`config.mk`:
```
export PLATFORM = sky130hd
export DESIGN_NAME = cc_connection_state_machine
export DESIGN_NICKNAME = d
export VERILOG_FILES = /design/src/include/cc_pkg.sv /design/src/core/cc_connection_state_machine.sv
export SDC_FILE = /design/constraint.sdc
export NUM_CORES = 1
export LEC_CHECK = 0
export ABC_AREA = 1
export BUFFER_PORTS_ARGS = -buffer_cell sky130_fd_sc_hd__buf_2
export CAP_MARGIN = 15
export CORE_MARGIN = 2
export CORE_UTILIZATION = 38
export DETAILED_ROUTE_END_ITERATION = 7
export PLACE_DENSITY = 0.67
export SLEW_MARGIN = 20
export SYNTH_ARGS = -nofsm -noshare
export SYNTH_HDL_FRONTEND = slang
export SYNTH_SLANG_ARGS = --single-unit
```
`constraint.sdc`:
```
create_clock -name clk -period 2.3 [get_ports clk]
set_clock_uncertainty 0.05 [all_clocks]
set_input_delay 0.345 -clock clk [delete_from_list [all_inputs] [get_ports clk]]
set_output_delay 0.345 -clock clk [all_outputs]
set_load 0.02 [all_outputs]
```
`src/include/cc_pkg.sv`:
```
package cc_pkg;

  // Debounce and toggle times, in microseconds, and the clock rate in kHz
  localparam int CLK_KHZ = 10000;
  localparam int CC_DEBOUNCE_US = 150;
  localparam int TOGGLE_HALF_US = 50;
  localparam int CC_DEBOUNCE_CYCLES = (CC_DEBOUNCE_US * CLK_KHZ + 999) / 1000;
  localparam int TOGGLE_HALF_CYCLES = (TOGGLE_HALF_US * CLK_KHZ) / 1000;

  // Register byte offsets
  localparam logic [7:0] CTRL_OFS = 8'h00;
  localparam logic [7:0] STATUS_OFS = 8'h04;
  localparam logic [7:0] TOGGLE_OFS = 8'h08;

  // Control fields
  localparam int CTRL_ROLE_LSB = 0;
  localparam int CTRL_TRY_SOURCE_BIT = 2;
  localparam int CTRL_TRY_SINK_BIT = 3;
  localparam int CTRL_RP_LSB = 4;
  localparam int CTRL_DIRECT_BIT = 6;
  localparam int CTRL_ENABLE_BIT = 7;
  localparam logic [7:0] CTRL_RESET = 8'h80;

  // Status fields
  localparam int STAT_STATE_LSB = 0;
  localparam int STAT_VBUS_EN_BIT = 4;
  localparam int STAT_VCONN_EN_BIT = 5;
  localparam int STAT_CURRENT_LSB = 6;
  localparam int STAT_PD_BIT = 8;
  localparam int STAT_PU_BIT = 9;
  localparam int STAT_VBUS_BIT = 10;

  typedef enum logic [1:0] {
    role_source,
    role_sink,
    role_dual
  } port_role_t;

  typedef enum logic [3:0] {
    unattached_source,
    attach_wait_source,
    attached_source,
    unattached_sink,
    attach_wait_sink,
    attached_sink,
    try_source,
    try_sink
  } cc_state_t;

endpackage

```
`src/core/cc_connection_state_machine.sv`:
```
`timescale 1ns/100ps

module cc_connection_state_machine #(
  parameter int DEBOUNCE_CYCLES = cc_pkg::CC_DEBOUNCE_CYCLES,
  parameter int CNT_W = 16
) (
  input wire logic clk,
  input wire logic rst_n,
  input wire logic wb_cyc_i,
  input wire logic wb_stb_i,
  input wire logic wb_we_i,
  input wire logic [7:0] wb_adr_i,
  input wire logic [3:0] wb_sel_i,
  input wire logic [31:0] wb_dat_i,
  output logic [31:0] wb_dat_o,
  output logic wb_ack_o,
  input wire logic cc1_pd_raw,
  input wire logic cc2_pd_raw,
  input wire logic cc_pu_raw,
  input wire logic vbus_raw,
  input wire logic [1:0] rd_voltage_raw,
  output logic vbus_en,
  output logic vconn_en,
  output logic rp_en,
  output logic rd_en,
  output logic [1:0] rp_level,
  output logic [1:0] sink_current,
  output logic attached
);

  localparam int SYNC_W = 6;
  localparam logic [CNT_W-1:0] DEB_LAST = CNT_W'(DEBOUNCE_CYCLES - 1);

  // Two-stage synchronisers for the analog comparator outputs
  logic [SYNC_W-1:0] raw_in;
  logic [SYNC_W-1:0] meta_ff;
  logic [SYNC_W-1:0] sync_ff;
  assign raw_in = {rd_voltage_raw, vbus_raw, cc_pu_raw, cc2_pd_raw, cc1_pd_raw};

  genvar gi;
  generate
    for (gi = 0; gi < SYNC_W; gi++) begin : g_sync
      always_ff @(posedge clk or negedge rst_n) begin
        if (!rst_n) begin
          meta_ff[gi] <= 1'b0;
          sync_ff[gi] <= 1'b0;
        end else begin
          meta_ff[gi] <= raw_in[gi];
          sync_ff[gi] <= meta_ff[gi];
        end
      end
    end
  endgenerate

  logic pd_any;
  logic pu_seen;
  logic vbus_seen;
  logic [1:0] rd_level;
  assign pd_any = sync_ff[0] | sync_ff[1];
  assign pu_seen = sync_ff[2];
  assign vbus_seen = sync_ff[3];
  assign rd_level = sync_ff[5:4];

  // Registers
  logic [7:0] ctrl_ff;
  logic [CNT_W-1:0] toggle_half_ff;
  logic ack_ff;
  logic [31:0] rdata_ff;
  cc_pkg::cc_state_t state_ff;
  cc_pkg::cc_state_t nxt_state;

  logic [1:0] role;
  logic is_dual;
  logic use_try_source;
  logic use_try_sink;
  logic direct_sink;
  logic enable;
  assign role = ctrl_ff[cc_pkg::CTRL_ROLE_LSB +: 2];
  assign is_dual = (role == cc_pkg::role_dual);
  // Both set means neither, so the port never runs the two at once
  assign use_try_source = is_dual & ctrl_ff[cc_pkg::CTRL_TRY_SOURCE_BIT] & ~ctrl_ff[cc_pkg::CTRL_TRY_SINK_BIT];
  assign use_try_sink = is_dual & ctrl_ff[cc_pkg::CTRL_TRY_SINK_BIT] & ~ctrl_ff[cc_pkg::CTRL_TRY_SOURCE_BIT];
  assign direct_sink = (role == cc_pkg::role_sink) & ctrl_ff[cc_pkg::CTRL_DIRECT_BIT];
  assign enable = ctrl_ff[cc_pkg::CTRL_ENABLE_BIT];

  function automatic logic is_src_state(input cc_pkg::cc_state_t s);
    return (s == cc_pkg::unattached_source) || (s == cc_pkg::attach_wait_source) ||
           (s == cc_pkg::attached_source) || (s == cc_pkg::try_source);
  endfunction

  // Wishbone slave: ack one cycle after the request is seen, dropped the next cycle
  logic wb_req;
  assign wb_req = wb_cyc_i & wb_stb_i & ~ack_ff;

  always_ff @(posedge clk or negedge rst_n) begin
    if (!rst_n) begin
      ack_ff <= 1'b0;
    end else begin
      ack_ff <= wb_req;
    end
  end

  always_ff @(posedge clk or negedge rst_n) begin
    if (!rst_n) begin
      ctrl_ff <= cc_pkg::CTRL_RESET;
      toggle_half_ff <= CNT_W'(cc_pkg::TOGGLE_HALF_CYCLES);
    end else if (wb_req && wb_we_i) begin
      if (wb_adr_i == cc_pkg::CTRL_OFS && wb_sel_i[0]) begin
        ctrl_ff <= wb_dat_i[7:0];
      end
      if (wb_adr_i == cc_pkg::TOGGLE_OFS) begin
        if (wb_sel_i[0]) begin
          toggle_half_ff[7:0] <= wb_dat_i[7:0];
        end
        if (wb_sel_i[1]) begin
          toggle_half_ff[15:8] <= wb_dat_i[15:8];
        end
      end
    end
  end

  logic [31:0] status_word;
  always_comb begin
    status_word = 32'h0000_0000;
    status_word[cc_pkg::STAT_STATE_LSB +: 4] = state_ff;
    status_word[cc_pkg::STAT_VBUS_EN_BIT] = vbus_en;
    status_word[cc_pkg::STAT_VCONN_EN_BIT] = vconn_en;
    status_word[cc_pkg::STAT_CURRENT_LSB +: 2] = sink_current;
    status_word[cc_pkg::STAT_PD_BIT] = pd_any;
    status_word[cc_pkg::STAT_PU_BIT] = pu_seen;
    status_word[cc_pkg::STAT_VBUS_BIT] = vbus_seen;
  end

  // Unmapped addresses are acknowledged and read as zero
  always_ff @(posedge clk or negedge rst_n) begin
    if (!rst_n) begin
      rdata_ff <= 32'h0000_0000;
    end else if (wb_req && !wb_we_i) begin
      unique case (wb_adr_i)
        cc_pkg::CTRL_OFS: rdata_ff <= {24'h00_0000, ctrl_ff};
        cc_pkg::STATUS_OFS: rdata_ff <= status_word;
        cc_pkg::TOGGLE_OFS: rdata_ff <= {16'h0000, toggle_half_ff};
        default: rdata_ff <= 32'h0000_0000;
      endcase
    end
  end

  assign wb_ack_o = ack_ff;
  assign wb_dat_o = rdata_ff;

  // Toggle divider: a one-cycle tick each half period of the dual-role toggle
  logic [CNT_W-1:0] tog_cnt_ff;
  logic tog_tick;
  assign tog_tick = (tog_cnt_ff >= toggle_half_ff);

  always_ff @(posedge clk or negedge rst_n) begin
    if (!rst_n) begin
      tog_cnt_ff <= '0;
    end else if (tog_tick || nxt_state != state_ff) begin
      tog_cnt_ff <= '0;
    end else begin
      tog_cnt_ff <= tog_cnt_ff + 1'b1;
    end
  end

  // Debounce counter, restarted on any change of the pull-up or pull-down sense or of state; VBUS changes do not restart it
  logic [1:0] sense_prev_ff;
  logic [CNT_W-1:0] aws_run_ff;
  logic [CNT_W-1:0] deb_cnt_ff;
  logic deb_done;
  assign deb_done = (deb_cnt_ff >= DEB_LAST);

  always_ff @(posedge clk or negedge rst_n) begin
    if (!rst_n) begin
      sense_prev_ff <= 2'h0;
      aws_run_ff <= '0;
    end else begin
      sense_prev_ff <= {pu_seen, pd_any};
      aws_run_ff <= (state_ff == cc_pkg::attach_wait_source && pd_any) ? aws_run_ff + 1'b1 : '0;
    end
  end

  always_ff @(posedge clk or negedge rst_n) begin
    if (!rst_n) begin
      deb_cnt_ff <= '0;
    end else if (nxt_state != state_ff || {pu_seen, pd_any} != sense_prev_ff) begin
      deb_cnt_ff <= '0;
    end else if (!deb_done) begin
      deb_cnt_ff <= deb_cnt_ff + 1'b1;
    end
  end

  cc_pkg::cc_state_t idle_state;
  assign idle_state = (role == cc_pkg::role_source) ? cc_pkg::unattached_source : cc_pkg::unattached_sink;

  always_comb begin
    nxt_state = state_ff;
    if (!enable) begin
      nxt_state = idle_state;
    end else begin
      unique case (state_ff)
        cc_pkg::unattached_source: begin
          if (role == cc_pkg::role_sink) begin
            nxt_state = cc_pkg::unattached_sink;
          end else if (pd_any) begin
            nxt_state = cc_pkg::attach_wait_source;
          end else if (is_dual && tog_tick) begin
            nxt_state = cc_pkg::unattached_sink;
          end
        end
        cc_pkg::attach_wait_source: begin
          if (!pd_any) begin
            nxt_state = is_dual ? cc_pkg::unattached_sink : cc_pkg::unattached_source;
          end else if (deb_done) begin
            nxt_state = use_try_sink ? cc_pkg::try_sink : cc_pkg::attached_source;
          end
        end
        cc_pkg::attached_source: begin
          if (!pd_any) begin
            nxt_state = is_dual ? cc_pkg::unattached_sink : cc_pkg::unattached_source;
          end
        end
        cc_pkg::unattached_sink: begin
          if (role == cc_pkg::role_source) begin
            nxt_state = cc_pkg::unattached_source;
          end else if (direct_sink && vbus_seen) begin
            nxt_state = cc_pkg::attached_sink;
          end else if (pu_seen) begin
            nxt_state = cc_pkg::attach_wait_sink;
          end else if (is_dual && tog_tick) begin
            nxt_state = cc_pkg::unattached_source;
          end
        end
        cc_pkg::attach_wait_sink: begin
          if (!pu_seen) begin
            nxt_state = is_dual ? cc_pkg::unattached_source : cc_pkg::unattached_sink;
          end else if (deb_done && vbus_seen) begin
            nxt_state = use_try_source ? cc_pkg::try_source : cc_pkg::attached_sink;
          end
        end
        cc_pkg::attached_sink: begin
          if (!vbus_seen) begin
            nxt_state = cc_pkg::unattached_sink;
          end
        end
        cc_pkg::try_source: begin
          // Gives up after one toggle half period so a source partner cannot hang it
          if (pd_any) begin
            nxt_state = cc_pkg::attached_source;
          end else if (tog_tick) begin
            nxt_state = cc_pkg::unattached_sink;
          end
        end
        cc_pkg::try_sink: begin
          if (pu_seen && vbus_seen) begin
            nxt_state = cc_pkg::attached_sink;
          end else if (tog_tick) begin
            nxt_state = cc_pkg::unattached_source;
          end
        end
        default: nxt_state = idle_state;
      endcase
    end
  end

  always_ff @(posedge clk or negedge rst_n) begin
    if (!rst_n) begin
      state_ff <= cc_pkg::unattached_source;
    end else begin
      state_ff <= nxt_state;
    end
  end

  // Pin controls follow the next state so they change with the state itself
  always_ff @(posedge clk or negedge rst_n) begin
    if (!rst_n) begin
      vbus_en <= 1'b0;
      vconn_en <= 1'b0;
      rp_en <= 1'b0;
      rd_en <= 1'b0;
      attached <= 1'b0;
    end else begin
      vbus_en <= (nxt_state == cc_pkg::attached_source);
      vconn_en <= (nxt_state == cc_pkg::attached_source);
      rp_en <= is_src_state(nxt_state);
      rd_en <= ~is_src_state(nxt_state);
      attached <= (nxt_state == cc_pkg::attached_source) || (nxt_state == cc_pkg::attached_sink);
    end
  end

  always_ff @(posedge clk or negedge rst_n) begin
    if (!rst_n) begin
      rp_level <= 2'h0;
      sink_current <= 2'h0;
    end else begin
      rp_level <= ctrl_ff[cc_pkg::CTRL_RP_LSB +: 2];
      sink_current <= (nxt_state == cc_pkg::attached_sink) ? rd_level : 2'h0;
    end
  end
endmodule

```
## After elaboration in Yosys (flattened, before gate mapping)

Cells that the tools add are included.

| storage, ports and cells | value |
|---|---|
| input bits | 55 |
| output and inout bits | 42 |
| register bits after elaboration | 115 |

| operators by class | value |
|---|---|
| reductions and logical operators | 21 |
| equal/unequal tests | 18 |
| magnitude comparators | 2 |
| muxes and demuxes | 29 |
| $add $sub $neg | 2 |
| bitwise gates (word level) | 12 |

Operators by type and width:

| cell | count |
|---|---|
| 4-bit two-way mux | 18 |
| 16-bit two-way mux | 3 |
| 16-bit one-hot mux with 3 select lines | 1 |
| 16-bit by 1-bit adder with 16-bit output (second input constant) | 2 |
| 4-bit one-hot mux with 8 select lines | 1 |
| 4-bit by 3-bit == test with 1-bit output (second input constant) | 6 |
| 16-bit by 11-bit greater-or-equal comparator with 1-bit output (second input constant) | 1 |
| 16-bit greater-or-equal comparator | 1 |
| 4-bit by 2-bit == test with 1-bit output (second input constant) | 3 |
| 2-bit two-way mux | 5 |
| 4-bit by 1-bit == test with 1-bit output (second input constant) | 2 |
| 8-bit by 3-bit == test with 1-bit output (second input constant) | 1 |
| 8-bit by 4-bit == test with 1-bit output (second input constant) | 1 |
| 4-bit logical NOT | 2 |
| 8-bit logical NOT | 1 |
| 1-bit AND | 7 |
| 1-bit logical AND | 7 |
| 1-bit logical OR | 6 |
| 3-bit AND reduction | 2 |
| 4-bit inequality test | 1 |
| 1-bit inverter | 4 |
| 3-bit two-way mux | 1 |
| 2-bit by 1-bit == test with 1-bit output (second input constant) | 1 |
| 2-bit == test (second input constant) | 1 |
| 6 further kinds | 6 |

## Logic depth before layout (Yosys ltp)

| depth | value |
|---|---|
| depth in word-level cells | 13 |
| depth in mapped cells | 24 |
| mapped depth without buffers | 23 |

## Worst setup path after synthesis

No wires, ideal clock.

| timing | value |
|---|---|
| kind | register to register |
| start point | reg toggle_half_ff[2] |
| end point | reg tog_cnt_ff[13] |
| path buffers | 1 |
| stages on the path, launching flop included | 22 |
| arrival | 2346 ps |
| setup time | 69 ps |
| required time | 2181 ps |
| path slack | -165 ps |
| path through | dfstp_2 -> inv_1 -> ha_1 -> nand2_1 -> nor2_1 -> nor2_1 -> nand2_1 -> nand2_1 -> nand2_1 -> nand2_1 -> nand2_1 -> inv_1 -> nand3_1 -> nand2_1 -> nand3b_1 -> nand2_1 -> nand2_1 -> nand2_1 -> nor2_4 -> nand3_4 -> buf_6 -> nor2_2 |

| between the ends | value |
|---|---|
| word-level cells in the longest chain between the ends | 11 |
| elaborated cells on any way between the ends | 18 |
| classes of those cells | 1 x order compare; 1 x eq/ne; 14 x mux; 2 x reduce/logical |

Ends and longest elaborated chain:

| item | RTL line | text |
|---|---|---|
| start, declared | cc_connection_state_machine.sv:66 | `logic [CNT_W-1:0] toggle_half_ff;` |
| start signal, assigned | cc_connection_state_machine.sv:106 | `toggle_half_ff <= CNT_W'(cc_pkg::TOGGLE_HALF_CYCLES);` |
| start signal, assigned | cc_connection_state_machine.sv:113 | `toggle_half_ff[7:0] <= wb_dat_i[7:0];` |
| 16-bit greater-or-equal comparator * | cc_connection_state_machine.sv:154 | `assign tog_tick = (tog_cnt_ff >= toggle_half_ff);` |
| 1-bit logical AND | cc_connection_state_machine.sv:207, cc_connection_state_machine.sv:230 |  |
| 4-bit two-way mux | cc_connection_state_machine.sv:230 | `end else if (is_dual && tog_tick) begin` |
| 4-bit two-way mux | cc_connection_state_machine.sv:228 | `end else if (pu_seen) begin` |
| 4-bit two-way mux | cc_connection_state_machine.sv:226 | `end else if (direct_sink && vbus_seen) begin` |
| 4-bit two-way mux | cc_connection_state_machine.sv:224 | `if (role == cc_pkg::role_source) begin` |
| 4-bit one-hot mux with 8 select lines | cc_connection_state_machine.sv:201 | `unique case (state_ff)` |
| 4-bit two-way mux | cc_connection_state_machine.sv:198 | `if (!enable) begin` |
| 4-bit inequality test | cc_connection_state_machine.sv:159 | `end else if (tog_tick \|\| nxt_state != state_ff) begin` |
| 1-bit logical OR * | cc_connection_state_machine.sv:159 |  |
| 16-bit two-way mux * | cc_connection_state_machine.sv:159 |  |
| end signal, assigned | cc_connection_state_machine.sv:162 | `tog_cnt_ff <= tog_cnt_ff + 1'b1;` |
| end, declared | cc_connection_state_machine.sv:152 | `logic [CNT_W-1:0] tog_cnt_ff;` |

Mark *: on every way between the ends. The rest lies on a longest branch, timed or not.
A chain may end at the register's enable or synchronous reset.

## Final worst setup path

| timing | value |
|---|---|
| start point | reg toggle_half_ff[8] |
| end point | reg deb_cnt_ff[0] |

| between the ends | value |
|---|---|
| word-level cells in the longest chain between the ends | 11 |
| elaborated cells on any way between the ends | 19 |
| classes of those cells | 1 x order compare; 2 x eq/ne; 14 x mux; 2 x reduce/logical |

Ends and longest elaborated chain:

| item | RTL line | text |
|---|---|---|
| start signal, assigned | cc_connection_state_machine.sv:106 |  |
| start signal, assigned | cc_connection_state_machine.sv:116 | `toggle_half_ff[15:8] <= wb_dat_i[15:8];` |
| 16-bit greater-or-equal comparator * | cc_connection_state_machine.sv:154 |  |
| 1-bit logical AND | cc_connection_state_machine.sv:207, cc_connection_state_machine.sv:230 |  |
| 4-bit two-way mux | cc_connection_state_machine.sv:230 |  |
| 4-bit two-way mux | cc_connection_state_machine.sv:228 |  |
| 4-bit two-way mux | cc_connection_state_machine.sv:226 |  |
| 4-bit two-way mux | cc_connection_state_machine.sv:224 |  |
| 4-bit one-hot mux with 8 select lines * | cc_connection_state_machine.sv:201 |  |
| 4-bit two-way mux * | cc_connection_state_machine.sv:198 |  |
| 4-bit inequality test * | cc_connection_state_machine.sv:186 | `end else if (nxt_state != state_ff \|\| {pu_seen, pd_any} != sense_prev_ff) begin` |
| 1-bit logical OR * | cc_connection_state_machine.sv:186 |  |
| 2-bit by 1-bit inequality test with 1-bit output (no source line) / 16-bit two-way mux (equally long branches) | - |  |
| end signal, assigned | cc_connection_state_machine.sv:189 | `deb_cnt_ff <= deb_cnt_ff + 1'b1;` |
| end, declared | cc_connection_state_machine.sv:169 | `logic [CNT_W-1:0] deb_cnt_ff;` |

Marks and branches as above.

==> run metrics <==
drt wl/cell between 10 and 15 um; pins over their slew limit 0; # setup viols final 41; Num CTS Buffers 9; simple-gate share of the synthesized area between 20% and 30%; I/O Buffers between 60 and 70; placed cells a little under 900; clock tree sinks 99; mux share of post-synthesis cell area 1.973%; Total Routing Usage GR 18.84%; FP Rows 42; initial antenna violation count 0; Internal between 2000 and 3000 uW; status finished with violations; class of the worst hold path input pin to register; power share of the sequential group 48.0%; synth unique cells 38; Comb pwr share under 10%; Post-Syn Area per Cell roughly 8.6 um^2; Critical Path AT about 2.9 ns; worst-margin pin slew between 0.6 and 0.7 ns; Synth top area share about 45%; CP Class register to register; most frequent cells in the layout nand2_1, dfrtp_1, inv_1; Max Fanout on Critical Path 8; Initial Utilization between 30% and 40%; final worst path period share 117.5%; most area-consuming cells after synthesis dfrtp_1, nand2_1, inv_1, ha_1, nor2_1; Seq cells post-synth around 100; Die Ht 119.5 um; Final min period between 2 and 3 ns; share of post-route cells with drive strength above 1 roughly a third; Post-Route WL 12590 um; async set or reset register ratio after synthesis 100.0%; CP required around 2.5 ns; PwrDens 543.8 nW/um^2; Layout Cells excl Fill between 900 and 1000; die area between 10000 and 15000 um^2; WHS around 0.042 ns; Relative slew margins between 50% and 60%; vias in the first global route approximately 4400; P_sw 852.9 uW; crit path capture type register; synthesized instance count between 500 and 600; Startpoint Class register; DRC 0; peak supply drop 0.0004384 V; YS warnings 0; fin nets 807; main combinational cell family by area after synthesis simple AND/OR/NAND/NOR gates; EDFF count, synth 0; post-route setup slack -0.4019 ns; Final Hold Vio Count 0; antenna viol nets, final 0; via/cell ratio 4.659; first-pass GRT wire length about 21000 um; H-tree depth 3; switching share of power ~23%; Clock Latency Late Sink between 0.3 and 0.4 ns; grt total ovfl 0; largest net degree at the start of global routing 42; Placeable Area approximately 13000 um^2; Post-Synthesis Cell Area between 5000 and 6000 um^2; HPWL Detailed just over 9000 um; diode count 0; vias around 4300; CTS root buffer clkbuf_16; DR pass1 iterations 5; Seq/Total Area, Yosys roughly 49%; Max Cap Viol 0; post-synthesis xor/xnor area fraction roughly 3.1%; post-layout util slightly above 50%; clk slew on worst S/H paths 0.07 ns; RSZ-0062 raised after global routing true; static leakage roughly 0.0032 uW; Clk pwr share around 45%; Synth Area in Adders ~4.4%; post-synth top area cell dfrtp_1; total power draw between 3000 and 4000 uW; Die W roughly 120 um; violated checks setup timing; gp weighted congestion 0.8510; num ports 97; Fmax 370.1 MHz; main flop type after synthesis dfrtp_1; initial drt markers ~210; commonest non-fill, non-tap cell in the layout nand2_1; maximum root-to-sink buffer count 2; CTS tree yes; complex-gate fraction of the synthesized area under 10%; area grow syn2layout 34.07%
## registers in the layout, summed over array words and instances (netlist names), 2 cells and up
register / flops
toggle_half_ff: 16
ctrl_ff: 8
deb_cnt_ff: 16
rd_level: 2
meta_ff: 6
state_ff: 4
rp_level: 2
sync_ff: 2
tog_cnt_ff: 16
wb_dat_o: 16
sink_current: 2
sense_prev_ff: 2
## worst paths after layout
| kind | start | to | slack (ns) | depth (start not counted) |
|---|---|---|---|---|
| setup / recovery | toggle_half_ff[8] | deb_cnt_ff[0] | -0.40 | 20 |
| hold / removal | rd_voltage_raw[0] | meta_ff[4] | 0.04 | 1 |
| setup reg to reg | toggle_half_ff[8] | deb_cnt_ff[0] | -0.40 | 20 |
| hold reg to reg | meta_ff[0] | sync_ff[0] | 0.30 | 0 |
| max in group asynchronous | rst_n | toggle_half_ff[8] | 1.09 | 3 |
| min in group asynchronous | rst_n | meta_ff[3] | 0.48 | 2 |
## Yosys cell counts (all sizes together), types with 3 or more instances
library cell	instances
a21oi	15
clkbuf	4
dfstp	7
mux2	8
nand4	4
o21ai	39
xnor2	5
ha	18
inv	91
nand3	34
nand2	125
nor3	13
xor2	13
nor4	3
buf	20
nor2	79
dfrtp	92
o22ai	7
a221oi	3
## per-stage QoR
stage / setup TNS, ns / setup slack (ns) / instance area (um^2)
floorplan: -2.871 / -0.1489 / 5151
global placement: -11.84 / -0.3732 / 6051
detailed placement: -16.69 / -0.5564 / 6051
CTS: -13.68 / -0.3953 / 6679
global route: -21.62 / -0.6025 / 6800
finish: -14.20 / -0.4019 / 6800
## cell type report
type	count	area [um^2]
Tap cell	176	220.2
Clock buffer	11	242.7
Multi-Input combinational cell	391	2421
Sequential cell	99	2486
Inverter	92	352.8
Timing Repair Buffer	141	993.5
Fill cell	1236	6337
Clock inverter	5	83.83
## metal layers
metal  part of all wire, %  vias up  GRT usage, %
met4                   2.0        0         7.059
met5                     0        -             0
li1                      -     2127             -
met1                    45     2033         24.54
met2                    49       90         30.43
met3                   3.7       13         4.658
## power by group through the flow
stage / combinational, uW / clock [uW] / sequential [uW]
detailed placement: 228 / 0 / 1810
CTS: 260 / 1690 / 1780
finish: 264 / 1660 / 1780
floorplan: 126 / 0 / 1810
global placement: 222 / 0 / 1810
global route: 294 / 1750 / 1780
## kinds of logic (layout without fill, tap and decap cells)
family / count (synthesis) / in the layout
simple gates: 261 / 262
flops: 99 / 99
other cells: 1 / 17
fa+ha+maj: 18 / 18
compound gates: 67 / 67
xor+xnor: 18 / 18
buf+inv: 116 / 249
mux: 9 / 9
## critical path: stages, from the launching register on
cell	delay [ns]
dfstp_2	0.54
inv_2	0.05
ha_4	0.26
nand4_1	0.11
nor3_2	0.17
buf_4	0.15
nand2_4	0.06
nand2_4	0.08
nand2_4	0.08
nand2_2	0.05
nand2_1	0.04
nand2_1	0.07
nor2_1	0.04
nand2_2	0.10
nand2_2	0.06
nand2_2	0.07
nand2_2	0.06
nor2_4	0.15
buf_6	0.14
nand3_4	0.15
nor2_2	0.14
## what timing repair did
| action | 4_1_cts | 5_1_grt |
|---|---|---|
| hold buffers | 1 | 0 |
| cloned | 2 | 0 |
| pin swaps | 27 | 21 |
| gates resized for setup | 42 | 29 |
| endpoints found under the setup margin | 41 | 41 |
| endpoints found under the hold margin | 33 | 0 |
| buffers inserted | 7 | 2 |
Power figures use the tool's default switching activity.
